[config.mk]
export PLATFORM = sky130hd
export DESIGN_NAME = acz_control
export DESIGN_NICKNAME = d
export VERILOG_FILES = /design/src/hw/acz_pkg.sv /design/src/hw/acz_control.sv
export SDC_FILE = /design/constraint.sdc
export NUM_CORES = 1
export LEC_CHECK = 0
export BUFFER_PORTS_ARGS = -buffer_cell sky130_fd_sc_hd__buf_2
export CAP_MARGIN = 20
export CORE_MARGIN = 4
export CORE_UTILIZATION = 45
export DETAILED_ROUTE_END_ITERATION = 7
export GPL_TIMING_DRIVEN = 0
export PLACE_DENSITY = 0.69
export SETUP_SLACK_MARGIN = 0.02
export SLEW_MARGIN = 40
export SYNTH_ARGS = -nofsm -noshare
export SYNTH_HDL_FRONTEND = slang
export SYNTH_SLANG_ARGS = --single-unit
[constraint.sdc]
create_clock -name clock -period 3.2 [get_ports clock]
set_input_delay 0.8 -clock clock [delete_from_list [all_inputs] [get_ports clock]]
set_output_delay 0.8 -clock clock [all_outputs]
set_load 0.01 [all_outputs]
[src/hw/acz_pkg.sv]
// package: field layout, reset values and shared types of the converter config block
package acz_pkg;
	localparam int unsigned DATA_W        = 12;
	localparam int unsigned REG_W         = 10;
	localparam logic [1:0]  ADDR_CFG_ZERO = 2'h0;
	localparam int unsigned POS_VREF      = 0;
	localparam int unsigned POS_MODE      = 1;
	localparam int unsigned POS_SLEEP     = 2;
	localparam int unsigned POS_PICK      = 3;
	localparam int unsigned POS_PAIR      = 5;
	localparam int unsigned POS_SCAN      = 7;
	localparam int unsigned POS_TEST      = 8;
	localparam logic [9:0]  CFG_RESET     = 10'h020;
	localparam logic [3:0]  TRIG_RESET    = 4'h1;

	typedef enum logic [1:0] {
		ACZ_AINP,
		ACZ_AINM,
		ACZ_BINP,
		ACZ_BINM
	} acz_input_type;

	typedef struct packed {
		logic [1:0] test_volt_sel;
		logic       scan_enable;
		logic [1:0] pair_count;
		logic [1:0] input_pick;
		logic       sleep_ctl;
		logic       single_mode;
		logic       ext_ref;
	} acz_cfg_type;

	typedef struct packed {
		logic [11:0] data;
		logic [2:0]  chan;
		logic        diff;
	} acz_word_type;
endpackage

[src/hw/acz_control.sv]
// converter control register zero with conversion sequencing and data-available logic
// Notes on behaviour
// - Bit 0 selects internal reference at 0, external at 1; resets 0.
// - Bit 1 at 0 selects continuous mode, pin is a conversion clock.
// - Continuous mode: one result into the FIFO per conversion clock falling edge that finds a free entry.
// - Bit 1 at 1 makes the pin a start input; host pulses it.
// - Single mode: start falling edge holds all selected inputs, then sequence converts.
// - Data-available asserts once the trigger condition is met.
// - Bit 2 at 1 powers the converter down; resets 0.
// - Register writes and reads still work while powered down.
// - Stored results may still be read while powered down.
// - Bits 3-4 choose the analog input channel; reset 0.
// - Bits 5-6 give the differential channel count; reset bit5=1, bit6=0.
// - Bit 7 switches autoscan on or off; resets 0.
// - Bits 8-9 select one of three test voltages; 0 is normal.
// - Data-available stays inactive in test mode; host reads without it.
// - Write this register with address lines 00 and value on low ten bits.
// - Four-input autoscan order is AINP, AINM, BINP, BINM, repeating.
// - Trigger is met when results written reach or exceed the programmed trigger level.
`timescale 1ns/1ps
module acz_control (
	// clock and reset
	input  wire logic                 clock,
	input  wire logic                 reset,
	// register write port
	input  wire logic                 reg_write,
	input  wire logic                 reg_addr_line_lo,
	input  wire logic                 reg_addr_line_hi,
	input  wire logic [9:0]           reg_wdata,
	input  wire logic [3:0]           trigger_level,
	// conversion pin and analog core
	input  wire logic                 conversion_clock_pin,
	input  wire logic [11:0]          core_sample,
	// result stream out
	output logic                      word_valid,
	input  wire logic                 word_ready,
	output acz_pkg::acz_word_type     word_out,
	// status
	output acz_pkg::acz_cfg_type      config_out,
	output logic [1:0]                pick_out,
	output logic                      hold_out,
	output logic                      block_ready_flag
);
	typedef struct packed {
		logic                  pin_s1;
		logic                  pin_s2;
		logic                  pin_s3;
		acz_pkg::acz_cfg_type  cfg;
		acz_pkg::acz_cfg_type  run;
		logic                  busy;
		logic                  hold;
		logic [1:0]            step;
		logic [1:0]            pick;
		logic [3:0]            count;
		logic                  ready_flag;
		logic [1:0]            buf_valid;
		acz_pkg::acz_word_type buf0;
		acz_pkg::acz_word_type buf1;
	} acz_state_type;

	acz_state_type state_reg;
	acz_state_type state_next;

	logic                  fall;
	logic                  valid_sel;
	logic [1:0]            seq_len;
	logic [2:0]            seq_chan;
	logic                  seq_diff;
	logic                  push;
	logic                  pop;
	logic                  last_step;
	acz_pkg::acz_word_type new_word;

	// decode of the active config into sequence length and per-step channel
	always_comb begin
		valid_sel = 1'b1;
		seq_len   = 2'h0;
		seq_chan  = {1'b0, state_reg.step};
		seq_diff  = 1'b0;
		unique case ({state_reg.run.scan_enable, state_reg.run.pair_count,
			state_reg.run.input_pick})
			5'h00, 5'h01, 5'h02, 5'h03: begin
				seq_chan = {1'b0, state_reg.run.input_pick};
			end
			5'h04, 5'h05: begin
				seq_diff = 1'b1;
				seq_chan = {1'b0, state_reg.run.input_pick[0], 1'b0};
			end
			5'h11, 5'h12, 5'h13: begin
				// fixed scan order, one step per input
				seq_len = state_reg.run.input_pick;
			end
			5'h15: begin
				seq_len  = 2'h1;
				seq_diff = state_reg.step[0];
				seq_chan = state_reg.step[0] ? 3'h2 : 3'h0;
			end
			5'h16: begin
				seq_len  = 2'h2;
				seq_diff = (state_reg.step == 2'h2);
				seq_chan = {1'b0, state_reg.step};
			end
			5'h19: begin
				seq_len  = 2'h1;
				seq_diff = 1'b1;
				seq_chan = {1'b0, state_reg.step[0], 1'b0};
			end
			default: begin
				valid_sel = 1'b0;
			end
		endcase
	end

	assign fall      = state_reg.pin_s3 & ~state_reg.pin_s2;
	assign last_step = (state_reg.step == seq_len);
	assign pop       = state_reg.buf_valid[0] & word_ready;
	assign new_word  = '{data: core_sample, chan: seq_chan, diff: seq_diff};
	// converter idle when asleep or configured illegally; a full buffer stalls pushing
	assign push = ~state_reg.run.sleep_ctl & valid_sel & ~state_reg.buf_valid[1] &
		(state_reg.run.single_mode ? state_reg.busy : fall);

	always_comb begin
		state_next        = state_reg;
		state_next.pin_s1 = conversion_clock_pin;
		state_next.pin_s2 = state_reg.pin_s1;
		state_next.pin_s3 = state_reg.pin_s2;

		// writes accepted regardless of sleep state
		if (reg_write && {reg_addr_line_hi, reg_addr_line_lo} == acz_pkg::ADDR_CFG_ZERO) begin
			state_next.cfg = reg_wdata;
		end
		// config latched only while no single-mode sequence is busy, so that sequence stays coherent
		if (!state_reg.busy) begin
			state_next.run = state_reg.cfg;
		end

		if (state_reg.run.single_mode && !state_reg.busy && fall &&
			!state_reg.run.sleep_ctl) begin
			state_next.busy = 1'b1;
			state_next.hold = 1'b1;
			state_next.step = 2'h0;
		end

		if (push) begin
			if (last_step) begin
				state_next.step = 2'h0;
				state_next.busy = 1'b0;
				state_next.hold = 1'b0;
			end else begin
				state_next.step = state_reg.step + 2'h1;
			end
		end else if (!valid_sel || state_reg.run.sleep_ctl) begin
			state_next.busy = 1'b0;
			state_next.hold = 1'b0;
		end
		state_next.pick = seq_chan[1:0];

		// two-entry buffer; reads run during sleep as well
		unique case ({push, pop})
			2'b10: begin
				if (state_reg.buf_valid[0]) begin
					state_next.buf1      = new_word;
					state_next.buf_valid = 2'b11;
				end else begin
					state_next.buf0      = new_word;
					state_next.buf_valid = 2'b01;
				end
			end
			2'b01: begin
				state_next.buf0      = state_reg.buf1;
				state_next.buf_valid = {1'b0, state_reg.buf_valid[1]};
			end
			2'b11: begin
				if (state_reg.buf_valid[1]) begin
					state_next.buf0 = state_reg.buf1;
					state_next.buf1 = new_word;
				end else begin
					state_next.buf0 = new_word;
				end
			end
			2'b00: begin
			end
		endcase

		// data-available: one-cycle flag per block of trigger_level results
		state_next.ready_flag = 1'b0;
		if (push) begin
			if (state_reg.count + 4'h1 >= trigger_level) begin
				state_next.count      = 4'h0;
				state_next.ready_flag = (state_reg.run.test_volt_sel == 2'h0);
			end else begin
				state_next.count = state_reg.count + 4'h1;
			end
		end

		if (reset) begin
			state_next            = '0;
			state_next.cfg        = acz_pkg::CFG_RESET;
			state_next.run        = acz_pkg::CFG_RESET;
		end
	end

	always_ff @(posedge clock) begin
		state_reg <= state_next;
	end

	assign word_valid       = state_reg.buf_valid[0];
	assign word_out         = state_reg.buf0;
	assign config_out       = state_reg.cfg;
	assign pick_out         = state_reg.pick;
	assign hold_out         = state_reg.hold;
	assign block_ready_flag = state_reg.ready_flag;
endmodule

# Yosys cells after proc, flatten, opt, wreduce, memory -nomap -nowiden

Index checks and enable logic that the tools add are counted.

Bits of input ports: 33
Word-level logic and storage cells: 106
Output and inout bits: 31
Register bits after elaboration: 67

Equal/unequal tests: 19
Bitwise operators: 10
Multiplexer cells: 21
Add/subtract/negate cells: 2
Reduce and logical (&&, ||, !) cells: 24
Magnitude comparators: 1

Operator list:

| kind                                                             | number |
|---|---|
| 16-bit two-way mux                                               | 4 |
| 16-bit case mux with 3 select lines                              | 1 |
| 16-bit case mux with 2 select lines                              | 1 |
| 5-bit == test (second input constant)                            | 6 |
| 2-bit two-way mux                                                | 7 |
| 12-bit OR reduction                                              | 1 |
| 5-bit by 2-bit == test with 1-bit output (second input constant) | 2 |
| 5-bit by 3-bit == test with 1-bit output (second input constant) | 2 |
| 3-bit OR reduction                                               | 3 |
| 4-bit two-way mux                                                | 2 |
| 2-bit case mux with 4 select lines                               | 1 |
| 2-bit == test (second input constant)                            | 3 |
| 2-bit inequality test (second input constant)                    | 3 |
| 2-bit case mux with 3 select lines                               | 1 |
| 2-bit nonzero test                                               | 3 |
| 1-bit AND                                                        | 5 |
| 5-bit by 1-bit == test with 1-bit output (second input constant) | 1 |
| 5-bit zero test                                                  | 1 |
| 1-bit NOT                                                        | 5 |
| 4-bit by 1-bit adder with 4-bit output (second input constant)   | 1 |
| 4-bit greater-or-equal comparator                                | 1 |
| 1-bit logical AND                                                | 4 |
| 2-bit zero test                                                  | 2 |
| 2-bit case mux with 2 select lines                               | 1 |
| 12 further kinds                                                 | 16 |

# Logic depth before layout (Yosys ltp)

Gate-level depths: netlist of run 1.

Depth after elaboration: 9
Gate-level depth with buffers: 11

# Worst setup path before layout of run 1

Ideal clock, no wire load.

Path kind: reg-to-reg
Start point: reg state_reg[48] in the netlist's numbering
End point: reg state_reg[0] in the netlist's numbering
Slack: 0.207 ns
Cell stages (with the launch flop): 12
Setup time: 0.128 ns
Period minus slack after synthesis: 2.993 ns
Arrival: 2.865 ns
Path through: dfxtp_1 clkbuf_1 nand2b_1 mux2_2 o21ai_4 inv_1 ha_1 nor2b_1 a211oi_2 buf_2 mux2i_1 nor2_1

Word-level cells in the longest chain between the ends: 9
Elaborated cells on any way between the ends: 28

Ends and longest elaborated chain:

| element                                                                      | RTL line           | source |
|---|---|---|
| start, declared                                                              | acz_control.sv:61  | `acz_state_type state_reg;` |
| start signal, assigned                                                       | acz_control.sv:204 | `state_reg <= state_next;` |
| 5-bit == test, or another cell as far along                                  | acz_control.sv:80  | `unique case ({state_reg.run.scan_enable, state_reg.run.pair_count,` |
| 12-bit OR reduction (no line) (*)                                            | n/a                |  |
| 1-bit two-way mux (*)                                                        | acz_control.sv:80  |  |
| 1-bit AND (*) (3 in series)                                                  | acz_control.sv:119 | `assign push = ~state_reg.run.sleep_ctl & valid_sel & ~state_reg.buf_valid[1] &` |
| named net push                                                               | acz_control.sv:69  | `logic push;` |
| 2-bit == test                                                                | acz_control.sv:159 | `unique case ({push, pop})` |
| 2-bit inequality test (no line) / 2-bit nonzero test (equally long branches) | n/a                |  |
| 3-bit AND reduction (no line)                                                | n/a                |  |

The timed path passes the listed nets; every way through them passes the cells marked *. The select of a mux whose other input is x is not followed.
A chain may end at the register's enable or synchronous reset.

# Worst setup path after layout of run 1

Start point: reg state_reg[48] in the netlist's numbering
End point: reg state_reg (netlist bit word_out[7])

Word-level cells in the longest chain between the ends: 9
Elaborated cells on any way between the ends: 24

Ends and longest elaborated chain:

| element                                                                          | RTL line |
|---|---|
| 5-bit == test, or another cell as far along                                      | acz_control.sv:80 |
| 12-bit OR reduction (no line) (*)                                                | n/a |
| 1-bit two-way mux (*)                                                            | acz_control.sv:80 |
| 1-bit AND (*) (3 in series)                                                      | acz_control.sv:119 |
| named net push                                                                   | acz_control.sv:69 |
| 2-bit == test / 2-bit by 1-bit == test with 1-bit output (equally long branches) | acz_control.sv:159 |
| 2-bit inequality test (no line) / 3-bit nonzero test (equally long branches)     | n/a |
| 2-bit AND reduction (no line)                                                    | n/a |

The timed path passes the listed nets; every way through them passes the cells marked *.

==> impl_results.md, run 1 <==
* Core Area at 0.00691 mm^2
* Dpl cells at 515
* Tcrit/Tclk final at 0.951
* Slack of the worst reg-to-reg path at 0.16 ns
* Synth cell count leaders: 65 x dfxtp_1, 33 x nor2_1, 31 x nand2_1
* Die area at 0.00863 mm^2
* Max Freq at 0.329 GHz
* Fin cells at 535
* Hold Buf Count CTS at 0
* Clk slew on worst S/H paths at 0.07 ns
* First-pass GRT wire length at 12100 um
* Fillers at 667
* Slew HR at 0.509
* Layout Nets at 478
* Dominant synthesized flop cell: dfxtp_1
* DIE WIDTH at 92.9 um
* Die H at 92.9 um
* Simple-gate share of the synthesized area at 0.221
* Io pins at 64
* Minimum clock period at 3.04 ns
* Via/cell ratio at 5.19
* Cell leakage power at 0.00163 uW
* Area of the multi-input gates at 0.00161 mm^2
* Pre-CTS setup slack at -0.437 ns
* Syn Nets at 399
* Min Hold Slack at 0.458 ns
* Clock root buffer: clkbuf_8
* Slew Limit Fails at 0
* Top-count cell post-synth: dfxtp_1
* Detailed-route wire length at 7340 um
* Number of synthesized flops with an enable pin at 0
* Worst Setup Start Kind: register
* Worst clock skew at 0.00761 ns
* Wire per inst at 13.7 um
* PortBufs at 62
* Post-DRT Antenna Nets at 0
* Final Cell Area at 0.00389 mm^2
* Drt first pass iters at 8
* Starting Density at 0.470
* Initial drt markers at 234
* CP Max Fanout at 10
* Syn Area/Cell at 9.08 um^2
* Std-Cell Rows at 30
* Final setup viols at 0
* Maximum vdd drop at 304 uV
* Power per Cell Area at 419 mW/mm^2
* Worst r2r path cells at 10
* Vias in the first global route at 2589
* GRT Util Overall at 0.175
* Hold Path Class: register to register
* Worst hold stages at 2
* TritonCTS Sinks at 65
* Unrepaired setup endpoints after global routing: false
* Latest clock arrival within the worst-skew pair at 0.33 ns
* Register Area at 0.00130 mm^2
* Worst r2r dst: word_out[7]$_SDFFE_PP0P_
* Total grt overflow at 0
* Distinct cells, synth at 56
* Area after DPL at 0.00367 mm^2
* Final Hold Vio Count at 0
* Worst hold endpoint: config_out[0]$_SDFFE_PP0P_
* Xor and xnor area share after synthesis at 0.00540
* FFs w/ async S/R, synth at 0
* Post-Syn Instances at 357
* Area share of fa/ha/maj cells after synthesis at 0.0378
* Worst Max-Slew Pin Slew at 0.736 ns
* N_diodes at 0
* Synthesized area at 0.00324 mm^2
* CP endpoint kind: register
* Post-synthesis compound-gate area fraction at 0.154
* Area contributors post-synth: dfxtp_1 40%, mux2i_1 7.1%, buf_4 6.7%, a222oi_1 4.3%, nor2_1 3.8%
* Worst r2r src: state_reg[48]$_SDFFE_PP0N_
* Via count at 2776
* Crit path required time at 3.39 ns
* Seq cells post-synth at 65
* CTS tree: built
* Final Total Pwr at 1630 uW
* Largest family of logic cells by synthesized area: simple AND/OR/NAND/NOR gates
* Ys Warns at 0
* Largest net degree at the start of global routing at 12
* MaxCap Viol Count at 0
* Post-DP HPWL at 5360 um
* Share of cells above drive strength 1 at 0.321
* Share of the synthesized area in the top cell type at 0.401
* Fraction of synthesized area in multiplexers at 0.0745
* Startpoint of the worst hold path: config_out[0]$_SDFFE_PP0P_
* Synthesis-to-layout area growth at 19.9%
* CTS H-tree depth at 3
* DRC viols at 0
* Seq/Total Area, Yosys at 0.401
* Total CTS buffers at 9
* Crit path DAT at 3.23 ns
* GPL Wtd Cong at 0.879
* Final Worst Setup Slack at 0.158 ns
* Max reg flops at 35
* Yosys top cell by area: dfxtp_1
* Maximum clock path buffer count at 2
* WS Path Type: register to register
* Status: finished clean
* Initial antenna violation count at 0
how the worst max path moves through the flow:
stage	from	depth (start not counted)	end	slack, ns
after floorplan	state_reg[48]$_SDFFE_PP0N_	11	state_reg[0]$_SDFFE_PP0P_	0.21
after global placement	state_reg[48]$_SDFFE_PP0N_	11	state_reg[8]$_SDFFE_PP0P_	-0.40
after detailed placement	state_reg[48]$_SDFFE_PP0N_	11	state_reg[0]$_SDFFE_PP0P_	-0.44
after CTS	state_reg[48]$_SDFFE_PP0N_	10	word_out[7]$_SDFFE_PP0P_	0.06
after global routing	state_reg[48]$_SDFFE_PP0N_	10	word_out[7]$_SDFFE_PP0P_	0.02
final	state_reg[48]$_SDFFE_PP0N_	10	word_out[7]$_SDFFE_PP0P_	0.16
layer usage:
| metal | wire length [um] | GRT usage | part of all wire | vias up |
|---|---|---|---|---|
| met3 | 432 | 0.0325 | 0.059 | 10 |
| met1 | 3440 | 0.244 | 0.47 | 1254 |
| met4 | 105 | 0.0525 | 0.014 | 0 |
| li1 | - | - | - | 1409 |
| met2 | 3360 | 0.273 | 0.46 | 103 |
| met5 | 0 | 0 | 0 | - |
worst max-delay path, stage by stage (launching register included):
cell	delay (ns)
dfxtp_2	0.42
nand2b_1	0.26
mux2_2	0.41
o21ai_4	0.26
inv_2	0.14
ha_1	0.25
nor2b_1	0.17
nand2b_1	0.27
clkbuf_2	0.26
a222oi_1	0.41
nor3_2	0.06
layout by cell type (no fill, tap or decap), types with 2 or more instances in the layout:
cell / Yosys / final
dfxtp_1: 65 / 64
buf_2: 2 / 63
buf_4: 29 / 37
nor2_1: 33 / 33
nand2_1: 31 / 31
nor3_1: 23 / 23
mux2i_1: 23 / 23
a21oi_1: 17 / 17
a222oi_1: 14 / 14
clkbuf_1: 16 / 12
nor2b_1: 10 / 10
nor3_2: 10 / 10
ha_1: 9 / 9
clkbuf_8: 0 / 9
inv_1: 8 / 7
nand2b_1: 6 / 6
nand3_1: 5 / 5
clkbuf_2: 0 / 4
a2111oi_0: 3 / 3
nand3b_1: 3 / 3
clkinv_2: 0 / 3
a21o_1: 2 / 2
inv_2: 1 / 2
o21a_1: 2 / 2
a31oi_1: 2 / 2
buf_1: 2 / 2
or4_1: 2 / 2
o41ai_1: 2 / 2
a211oi_1: 2 / 2
nand4b_1: 2 / 2
o21ai_0: 2 / 2
and2_1: 2 / 2
or3_1: 2 / 2
stage by stage:
stage / setup TNS (ns) / utilization
floorplan: 0 / -
detailed placement: -5.58 / 0.532
finish: 0 / 0.563
global route: 0 / 0.563
global placement: -4.80 / 0.532
CTS: 0 / 0.555
power by group:
group	internal [uW]	switching [uW]	total, uW
Combinational	104	107	211
Sequential	838	18.7	856
Clock	268	294	563
cells by family (layout without fill, tap and decap cells):
logic type                 Yosys count  in the layout
adders and majority gates           10             10
muxes                               24             24
DFF                                 65             65
AOI/OAI and AO/OA                   61             61
buffers and inverters               59            141
xor gates and xnor gates             2              2
and+or+nand+nor                    135            135
other                                1              1
cell type report:
class                      instances  area share
buffer                            49      0.0798
clock buffer                      10      0.0328
clock inverter                     4     0.00579
inverter                           9     0.00869
multi-input combinational        233       0.414
sequential                        65       0.335
tap                               96      0.0309
timing repair buffer              69      0.0933
what timing repair did:
item | 4_1_cts | 5_1_grt
setup endpoints to repair | 25 | 20
pin swaps | 1 | 3
setup buffers | 0 | 7
resized for setup | 5 | 5
Power figures use the tool's default switching activity.
==> run 2: changes to the inputs <==
--- a/config.mk
+++ b/config.mk
@@ -9,6 +9,7 @@
 export CAP_MARGIN = 20
 export CORE_MARGIN = 4
 export CORE_UTILIZATION = 45
+export CTS_BUF_LIST = sky130_fd_sc_hd__clkbuf_4
 export DETAILED_ROUTE_END_ITERATION = 7
 export GPL_TIMING_DRIVEN = 0
 export PLACE_DENSITY = 0.69
==> impl_results.md, run 2 (same netlist as run 1, synthesis figures left out) <==
* Status: finished, violations left
* Failing checks: DRC
* Crit path DAT at 3.30 ns (+0.07 ns)
* Cells along the critical path: nand2b_1 -> mux2_2 -> o21ai_4 -> inv_2 -> ha_1 -> nor2b_1 -> a211oi_4 -> buf_4 -> mux2i_1 -> nor2_1
* CP endpoint kind: register
* Std-Cell Rows at 30 (unchanged)
* Final Hold Vio Count at 0 (unchanged)
* Via count at 2791 (+0.54%)
* CTS tree: built
* Layout Nets at 478 (unchanged)
* Max reg flops at 35 (unchanged)
* MaxCap Viol Count at 0 (unchanged)
* Io pins at 64 (unchanged)
* Synthesis-to-layout area growth at 18.3%
* Core Area at 0.00691 mm^2 (unchanged)
* Worst clock skew at 0.0110 ns (+0.00337 ns)
* Worst r2r src: state_reg[48]$_SDFFE_PP0N_
* Maximum vdd drop at 255 uV (-16%)
* Tcrit/Tclk final at 0.949 (-0.00129)
* Startpoint of the worst hold path: config_out[0]$_SDFFE_PP0P_
* Clk slew on worst S/H paths at 0.10 ns (+0.03 ns)
* Clock root buffer: clkbuf_4
* CP Max Fanout at 10 (unchanged)
* Area of the multi-input gates at 0.00161 mm^2 (unchanged)
* Worst path max stage delay at 0.43 ns (about the same)
* Detailed-route wire length at 7360 um (+0.25%)
* Unrepaired setup endpoints after global routing: false
* Commonest non-fill, non-tap cell in the layout: dfxtp_1
* Final Cell Area at 0.00384 mm^2 (-1.4%)
* Slew HR at 0.510 (+0.000565)
* Slowest CP cell: dfxtp_2
* Largest net degree at the start of global routing at 12 (unchanged)
* Cell leakage power at 0.00161 uW (-1.2%)
* DRC viols at 8 (+8)
* Share of cells above drive strength 1 at 0.323 (+0.00228)
* Post-DP HPWL at 5360 um (unchanged)
* Worst Setup Start Kind: register
* Initial antenna violation count at 0 (unchanged)
* Drt first pass iters at 8 (unchanged)
* Pre-CTS setup slack at -0.437 ns (unchanged)
* Die area at 0.00863 mm^2 (unchanged)
* Area after DPL at 0.00367 mm^2 (unchanged)
* Setup crit start: state_reg[48]$_SDFFE_PP0N_
* GRT Util Overall at 0.175 (+0.000853)
* TritonCTS Sinks at 65 (unchanged)
* Maximum clock path buffer count at 2 (unchanged)
* Minimum clock period at 3.04 ns (-0.00412 ns)
* Fin cells at 535 (unchanged)
* N_diodes at 0 (unchanged)
* Max Freq at 0.329 GHz (+0.14%)
* WS Path Type: register to register
* DIE WIDTH at 92.9 um (unchanged)
* Hold Path Class: register to register
* PortBufs at 62 (unchanged)
* Final Worst Setup Slack at 0.162 ns (+0.00412 ns)
* Wire per inst at 13.7 um (+0.25%)
* Final setup viols at 0 (unchanged)
* Via/cell ratio at 5.22 (+0.54%)
* Total grt overflow at 0 (unchanged)
* Most frequent cells in the layout: 64 x dfxtp_1, 63 x buf_2, 37 x buf_4, 33 x nor2_1, 31 x nand2_1
* Initial drt markers at 184 (-21%)
* Hold Buf Count CTS at 0 (unchanged)
* Crit path required time at 3.46 ns (+0.07 ns)
* Fillers at 677 (+1.5%)
* GPL Wtd Cong at 0.879 (unchanged)
* Slew Limit Fails at 0 (unchanged)
* Register Area at 0.00130 mm^2 (unchanged)
* CTS H-tree depth at 3 (unchanged)
* Worst Max-Slew Pin Slew at 0.735 ns (-0.000847 ns)
* Latest clock arrival within the worst-skew pair at 0.39 ns (+0.06 ns)
* Vias in the first global route at 2578 (-0.42%)
* Die H at 92.9 um (unchanged)
* First-pass GRT wire length at 12100 um (-0.11%)
* Power per Cell Area at 392 mW/mm^2 (-6.5%)
* Utilization after layout at 0.555 (-0.00761)
* Total CTS buffers at 9 (unchanged)
* Starting Density at 0.470 (unchanged)
* Dpl cells at 515 (unchanged)
* Post-DRT Antenna Nets at 0 (unchanged)
==> run 2: layer usage <==
layer	wire, um	GRT usage	share of wire
met1	3480	0.244	0.47
met2	3340	0.271	0.45
met3	413	0.0349	0.056
met4	115	0.0586	0.016
met5	0	0	0
==> run 2: repair_timing <==
item                       4_1_cts  5_1_grt
setup endpoints to repair       25       20
gates resized for setup          5        5
setup buffers                    0        7
pin swaps                        1        2
==> run 2: critical path, delay by kind of cell (launching register included) <==
kind            cells  cell delay [ns]
fa+ha+maj           1             0.25
compound gates      2             0.66
buf+inv             2             0.44
mux                 2             0.64
flops               1             0.43
simple gates        3             0.48
==> run 2: stage by stage <==
step / total power (uW) / hold slack, ns / setup TNS, ns
floorplan: 1010 / 0.414 / 0
global placement: 1080 / 0.427 / -4.80
detailed placement: 1080 / 0.435 / -5.58
CTS: 1510 / 0.464 / 0
global route: 1580 / 0.504 / 0
finish: 1500 / 0.463 / 0
==> run 2: worst paths after layout <==
| check | end | slack (ns) | depth (start not counted) |
|---|---|---|---|
| worst max-delay path | state_reg[12]$_SDFFE_PP0P_ | 0.16 | 10 |
| worst min-delay path | config_out[0]$_SDFFE_PP0P_ | 0.46 | 2 |
| worst max register to register | state_reg[12]$_SDFFE_PP0P_ | 0.16 | 10 |
| worst min register to register | config_out[0]$_SDFFE_PP0P_ | 0.46 | 2 |
==> run 2: final cells by class <==
cell class	count	area share
multi-input cells	233	0.419
clock buffers	10	0.0196
repair buffers	69	0.0946
inverters	9	0.00881
plain buffers	49	0.0809
clock inverters	4	0.00587
flip-flops and latches	65	0.340
well taps	96	0.0313
==> run 2: where the power goes <==
part           total [uW]  internal, uW  switching [uW]
combinational         212           104             107
clock                 437           156             280
sequential            856           837            18.6
total                1500          1100             406
